==> config.mk <==
export PLATFORM = sky130hd
export DESIGN_NAME = asc_ctrl
export DESIGN_NICKNAME = d
export VERILOG_FILES = /design/src/asc_pkg.sv /design/src/asc_cnt.sv /design/src/asc_ctrl.sv
export VERILOG_INCLUDE_DIRS = /design/src /design/src/src
export SDC_FILE = /design/constraint.sdc
export NUM_CORES = 1
export LEC_CHECK = 0
export ABC_CLOCK_PERIOD_IN_PS = 1900
export CAP_MARGIN = 40
export CORE_ASPECT_RATIO = 1.4
export CORE_MARGIN = 2
export CORE_UTILIZATION = 56
export CTS_CLUSTER_DIAMETER = 50
export DETAILED_ROUTE_END_ITERATION = 10
export DONT_BUFFER_PORTS = 1
export PLACE_DENSITY = 0.74
export SLEW_MARGIN = 20
export SYNTH_ARGS = -nofsm -noshare
export SYNTH_HDL_FRONTEND = slang
export SYNTH_HIERARCHICAL = 1
export SYNTH_SLANG_ARGS = --single-unit
==> constraint.sdc <==
create_clock -name CLK -period 1.9 [get_ports CLK]
set_clock_uncertainty 0.2 [all_clocks]
set_input_delay 0.19 -clock CLK [delete_from_list [all_inputs] [get_ports CLK]]
set_output_delay 0.19 -clock CLK [all_outputs]
set_load 0.1 [all_outputs]
==> src/asc_cfg.svh <==
// Timing and width constants for the asynchronous memory controller
`ifndef ASC_CFG_SVH
`define ASC_CFG_SVH
`define ASC_CLK_PERIOD_NS 10
`define ASC_ADDR_W 17
`define ASC_DATA_W 8
`define ASC_TRC_NS 10
`define ASC_TACS_NS 10
`define ASC_TWP_NS 7
`define ASC_TCW_NS 7
`define ASC_TWHZ_NS 5
`define ASC_TDW_NS 5
`define ASC_TOHZ_NS 5
`define ASC_CEIL(t) (((t) + `ASC_CLK_PERIOD_NS - 1) / `ASC_CLK_PERIOD_NS)
`define ASC_RD_CYC (`ASC_CEIL(`ASC_TACS_NS) + 1)
`define ASC_WP_PLAIN_CYC `ASC_CEIL(`ASC_TWP_NS)
`define ASC_WP_OE_CYC `ASC_CEIL(`ASC_TWHZ_NS + `ASC_TDW_NS)
`define ASC_WHZ_CYC `ASC_CEIL(`ASC_TWHZ_NS)
`define ASC_TURN_CYC `ASC_CEIL(`ASC_TOHZ_NS)
`endif

==> src/asc_pkg.sv <==
// Types shared by the asynchronous memory controller
`default_nettype none
package asc_pkg;
	typedef enum logic [4:0] {
		ASC_IDLE = 5'h01,
		ASC_READ = 5'h02,
		ASC_TURN = 5'h04,
		ASC_WHZ = 5'h08,
		ASC_WDAT = 5'h10
	} asc_state_e;
	typedef struct packed {
		logic cs_n;
		logic we_n;
		logic oe_n;
	} asc_strobe_s;
	typedef logic [7:0] asc_cnt_t;
endpackage
`default_nettype wire

==> src/asc_cnt.sv <==
// Down counter that pulses when a loaded cycle count has run out
`default_nettype none
module asc_cnt
(
	input wire logic clk,
	input wire logic rst,
	input wire logic load,
	input wire asc_pkg::asc_cnt_t value,
	output logic done
);
	import asc_pkg::*;
	typedef struct packed {
		asc_cnt_t cnt;
		logic done;
	} asc_cnt_s;
	asc_cnt_s st, next_st;
	always_comb begin
		next_st = st;
		next_st.done = 1'b0;
		if (load) begin
			next_st.cnt = value;
		end else if (st.cnt != 8'h00) begin
			next_st.cnt = st.cnt - 8'h01;
			next_st.done = (st.cnt == 8'h01);
		end
	end
	always_ff @(posedge clk) begin
		if (rst) begin
			st <= '0;
		end else begin
			st <= next_st;
		end
	end
	assign done = st.done;
endmodule
`default_nettype wire

==> src/asc_ctrl.sv <==
// Controller that runs read and write cycles on an asynchronous byte SRAM
`include "asc_cfg.svh"
`default_nettype none
module asc_ctrl
#(
	parameter int AW = `ASC_ADDR_W,
	parameter int DW = `ASC_DATA_W
) (
	// Request side, from logic on the same clock
	input wire logic CLK,
	input wire logic RST,
	input wire logic REQ,
	input wire logic REQ_WRITE,
	input wire logic REQ_OE_LOW,
	input wire logic [AW-1:0] REQ_ADDR,
	input wire logic [DW-1:0] REQ_WDATA,
	output logic BUSY,
	output logic DONE,
	output logic [DW-1:0] RDATA,

	// Memory pins; every strobe is active low
	output logic [AW-1:0] MEM_A,
	output asc_pkg::asc_strobe_s MEM_STB,
	input wire logic [DW-1:0] MEM_DQ_IN,
	output logic [DW-1:0] MEM_DQ_OUT,
	output logic MEM_DQ_OE
);
	import asc_pkg::*;

	// Load values for the shared down counter; each phase lasts one clock cycle more
	// Two extra read cycles cover the data synchroniser
	localparam asc_cnt_t RD_CNT = 8'(`ASC_RD_CYC + 2);
	localparam asc_cnt_t TURN_CNT = 8'(`ASC_TURN_CYC);
	localparam asc_cnt_t WHZ_CNT = 8'(`ASC_WHZ_CYC);
	localparam asc_cnt_t SETUP_CNT = 8'(`ASC_CEIL(`ASC_TDW_NS));
	localparam asc_cnt_t PLAIN_CNT = 8'(`ASC_WP_PLAIN_CYC);

	// All strobes released: memory deselected, its outputs floating
	localparam asc_strobe_s STB_IDLE = '{
		cs_n: 1'b1,
		we_n: 1'b1,
		oe_n: 1'b1
	};

	// Cycle shapes, counted from the edge that takes the request:
	// read: select and output enable low for RD_CNT counts, data
	// taken from the synchroniser, then TURN_CNT counts so the
	// memory has let go of the bus before the next cycle;
	// write, output enable high: data out with the strobes at once;
	// write, output enable low: strobes first, data after WHZ_CNT
	// counts, held SETUP_CNT counts before the strobes rise.
	// Select and write strobe always rise on the same edge.

	typedef struct packed {
		// Sequencer
		asc_state_e state;
		logic oe_low;
		logic busy;
		logic done;
		logic [DW-1:0] rdata;
		// Memory side
		logic [AW-1:0] addr;
		asc_strobe_s stb;
		logic [DW-1:0] dq_out;
		logic dq_oe;
		// Synchroniser stages for the data pins
		logic [DW-1:0] dq_s1;
		logic [DW-1:0] dq_s2;
	} asc_ctrl_s;
	asc_ctrl_s st, next_st;

	// Idle after reset, with the bus released
	localparam asc_ctrl_s ST_RESET = '{
		state: ASC_IDLE,
		oe_low: 1'b0,
		busy: 1'b0,
		done: 1'b0,
		rdata: '0,
		addr: '0,
		stb: STB_IDLE,
		dq_out: '0,
		dq_oe: 1'b0,
		dq_s1: '0,
		dq_s2: '0
	};

	logic load;
	asc_cnt_t value;
	logic cnt_done;

	// One counter times every phase of a cycle
	asc_cnt u_cnt (
		.clk(CLK),
		.rst(RST),
		.load(load),
		.value(value),
		.done(cnt_done)
	);
	// Next state of the whole controller, registered below
	always_comb begin
		next_st = st;
		load = 1'b0;
		value = 8'h00;
		next_st.done = 1'b0;

		// Two flip-flops before anything reads the data pins
		next_st.dq_s1 = MEM_DQ_IN;
		next_st.dq_s2 = st.dq_s1;

		unique case (st.state)
		ASC_IDLE: begin
			if (REQ) begin
				// Address and select change together on the same edge
				next_st.addr = REQ_ADDR;
				next_st.busy = 1'b1;
				next_st.oe_low = REQ_OE_LOW;
				next_st.dq_out = REQ_WDATA;
				load = 1'b1;
				if (REQ_WRITE) begin
					// Write strobe falls with select, so outputs stay off
					next_st.stb.cs_n = 1'b0;
					next_st.stb.we_n = 1'b0;
					next_st.stb.oe_n = ~REQ_OE_LOW;
					if (REQ_OE_LOW) begin
						// Data waits until the memory drivers let go
						value = WHZ_CNT;
						next_st.state = ASC_WHZ;
					end else begin
						// Outputs are already disabled: drive at once
						next_st.dq_oe = 1'b1;
						value = PLAIN_CNT;
						next_st.state = ASC_WDAT;
					end
				end else begin
					// Read: write strobe stays high throughout
					next_st.stb.cs_n = 1'b0;
					next_st.stb.we_n = 1'b1;
					next_st.stb.oe_n = 1'b0;
					value = RD_CNT;
					next_st.state = ASC_READ;
				end
			end
		end

		ASC_READ: begin
			// Data taken from the second synchroniser stage
			if (cnt_done) begin
				next_st.rdata = st.dq_s2;
				next_st.stb = STB_IDLE;
				load = 1'b1;
				value = TURN_CNT;
				next_st.state = ASC_TURN;
			end
		end

		ASC_WHZ: begin
			// Memory drivers float before write data is placed
			if (cnt_done) begin
				next_st.dq_oe = 1'b1;
				load = 1'b1;
				value = SETUP_CNT;
				next_st.state = ASC_WDAT;
			end
		end

		ASC_WDAT: begin
			// Select held low for the whole pulse, ended together
			if (cnt_done) begin
				next_st.stb = STB_IDLE;
				next_st.busy = 1'b0;
				next_st.done = 1'b1;
				next_st.state = ASC_IDLE;
			end
		end

		ASC_TURN: begin
			// Memory outputs float before the next cycle may drive
			if (cnt_done) begin
				next_st.busy = 1'b0;
				next_st.done = 1'b1;
				next_st.state = ASC_IDLE;
			end
		end
		endcase

		// Write data leaves the bus on the edge that ends the pulse
		if (st.state == ASC_WDAT && cnt_done) begin
			next_st.dq_oe = 1'b0;
		end
	end

	// Synchronous reset puts the bus back to idle
	always_ff @(posedge CLK) begin
		if (RST) begin
			st <= ST_RESET;
		end else begin
			st <= next_st;
		end
	end

	// Every output comes straight from a register
	assign BUSY = st.busy;
	assign DONE = st.done;
	assign RDATA = st.rdata;

	assign MEM_A = st.addr;
	assign MEM_STB = st.stb;
	assign MEM_DQ_OUT = st.dq_out;
	assign MEM_DQ_OE = st.dq_oe;
endmodule
`default_nettype wire

==> out/qor.csv <==
metric,value,unit
fin worst setup slack,0.0762,ns
DRC viols,0,
routed len/inst,14.5,µm
Final #Nets,435,
Post-Syn Instances,338,
diode count,0,
DP Worst Slack,0.0230,ns
Power Density,1170,nW/µm²
Synth cell types,53,
layout cell share with drive strength beyond 1,0.228,
CP cell instances,buf_4 -> nor4b_2 -> a211oi_2 -> or4b_1 -> a21oi_1,
Sw Pwr,0.00157,W
Starting DRT DRC Count,141,
gr ovfl total,0,
power share of the combinational group,0.301,
RR Startpoint,st[57],
Layout Cells excl Fill,466,
worst-path fanout max,6,
number of synthesized flops with an enable pin,0,
IO buf count,0,
CTS Sinks,69,
status,finished clean,
H-tree Lvls,3,
Setup Total Neg Slack,0,ns
period utilisation layout,0.960,
worst setup path startpoint,st[57],
"area leader, netlist",dfxtp_1,
most frequent cells in the layout,"nand2_1, dfxtp_1, buf_4, dlygate4sd3_1, a21oi_1",
Worst Setup End Kind,flop,
Setup CP Type,reg -> reg,
CP max stage cell,or4b_1,
Post-synth top flop,dfxtp_1,
vias in the first global route,2495,
Hold Path Depth,4,
Post-CTS Setup Bufs,0,
maxcap violations,0,
GRT Util Overall,0.242,
Layout area overhead,27.8,%
Worst-Skew Late Latency,0.35,ns
Peak VDD IR,0.648,mV
via count,2425,
kind of cell adding the most delay to the critical path,simple AND/OR/NAND/NOR gates,
Die Y,90.4,µm
Syn Area/Cell,8.84,µm²
synthesis-stage register bit count,69,
Longest Clk Path Bufs,2,
Max Freq,548,MHz
Critical Path End,st[58],
Post-Synthesis Cell Area,2990,µm²
gpl congestion,0.834,
unrepaired setup endpoints after global routing,yes,
initial core utilization,0.579,
# setup viols final,0,
Pleak,1.64,nW
Critical Path Source Type,flop,
YS warnings,6,
r2r setup slk,0.08,ns
CTS tree,done,
Root Driver,clkbuf_8,
HPWL after detailed placement,3.72,mm
Worst EP required,1.98,ns
Pre-antenna DRT Iters,4,
Clk network pwr share,0.308,
Hold WC Path Type,in -> reg,
reg2reg end,st[58],
dpl cells,407,
CP arrival,1.90,ns
endpoints failing hold,0,
WP buf/inv,1,
"commonest non-fill, non-tap cell in the layout",nand2_1,
first-pass GRT wire length,11.0,mm
R2R cell count,5,
Final min period,1.82,ns
Power Internal,0.00289,W
Critical Path Stages,5,
fin. max-slew vios,0,
Die ar.,5940,µm²
Vias/cell,5.20,
Total Wirelength,6.76,mm
Core Rows,31,
Post-DRT Antenna Nets,0,
IO Pins,77,
switching share of power,0.351,
"slowest stage delay, CP",0.49,ns
Flop pwr share,0.391,
Core Region,5160,µm²
largest net degree at the start of global routing,66,
Synth top area share,0.463,
initial antenna violation count,0,
Die X,65.7,µm
Synth area leaders,"dfxtp_1, buf_4, nand2_1",
CTS Buf Count,9,
Clock transition at path regs,0.08,ns
final core area utilization,0.740,
Async SR Flop Fraction,0,
sequential-to-total area share from yosys stat,0.463,
## routing by layer
metal  track usage  share of wire
met3        0.0623          0.053
met5             0              0
met1         0.227           0.37
met2         0.461           0.55
met4         0.118          0.026
## registers in the layout (all words and copies together), names as in the netlist
signal,flops
MEM_DQ_OE,1
u_cnt/done,1
RDATA,8
u_cnt/st,8
MEM_A,17
st,13
BUSY,1
MEM_DQ_OUT,8
MEM_STB,3
next_st,8
DONE,1
## worst min-delay path by stage
stage	slack (ns)	to	startpoint
CTS	0.04	st[60]	REQ
floorplan	0.12	next_st[0]	MEM_DQ_IN[0]
global route	0.05	st[60]	REQ
detailed placement	0.07	st[0]	RST
global placement	0.07	st[58]	RST
finish	0.04	st[60]	REQ
## cell usage after synthesis, types with 2 or more instances
master,n
nor3b_1,2
o211ai_1,3
ha_1,2
nor2_1,19
or3_1,2
xor2_1,2
nand2_1,64
nor3_1,3
nand4_1,2
mux2i_1,10
inv_1,6
nor2b_1,19
dfxtp_1,69
buf_6,2
buf_4,39
o21ai_0,3
and4b_1,2
nand3_1,4
a221oi_1,2
a21oi_1,34
clkbuf_1,13
buf_2,2
xnor2_1,4
## tightest hold or removal path: stages
cell     delay, ns
inv_1         0.03
a41oi_1       0.11
o41a_2        0.13
o31a_1        0.09
## kinds of logic (layout without fill, tap and decap cells)
logic type	count (synthesis)	count (layout)	synth area share
AOI/OAI and AO/OA	55	55	0.117
muxes	10	10	0.0335
adders and majority gates	2	2	0.00838
and+or+nand+nor	132	132	0.225
xor gates and xnor gates	6	6	0.0176
other	1	6	0.00126
buffers and inverters	63	120	0.134
DFF	69	69	0.463
## per-stage QoR
stage / hold slack [ns] / cell area [µm²] / total power (W)
after global placement: 0.0658 / 3120 / 0.00294
after floorplan: 0.118 / 3010 / 0.00278
after global routing: 0.0477 / 3820 / 0.00466
after CTS: 0.0363 / 3800 / 0.00443
final: 0.0394 / 3820 / 0.00446
after detailed placement: 0.0684 / 3120 / 0.00298
## layout make-up
cell class / instances / area (µm²)
Fill cell: 358 / 1340
Clock inverter: 7 / 105
Multi-Input combinational cell: 211 / 1230
Inverter: 6 / 22.5
Tap cell: 66 / 82.6
Clock buffer: 9 / 124
Timing Repair Buffer: 98 / 861
Sequential cell: 69 / 1390
## power groups by stage
| stage | Sequential (W) | Combinational, W | Clock, W |
|---|---|---|---|
| floorplan | 0.00175 | 0.00103 | 0 |
| global placement | 0.00175 | 0.00119 | 0 |
| detailed placement | 0.00176 | 0.00122 | 0 |
| CTS | 0.00173 | 0.00133 | 0.00137 |
| global route | 0.00176 | 0.00145 | 0.00145 |
| finish | 0.00174 | 0.00134 | 0.00137 |
## timing repair
item	4_1_cts	5_1_grt
setup endpoints to repair	1	8
pin swaps	0	2
hold buffers	43	0
endpoints found under the hold margin	67	0
resized for setup	1	8
Note: power is estimated with default switching activity, not from simulation.
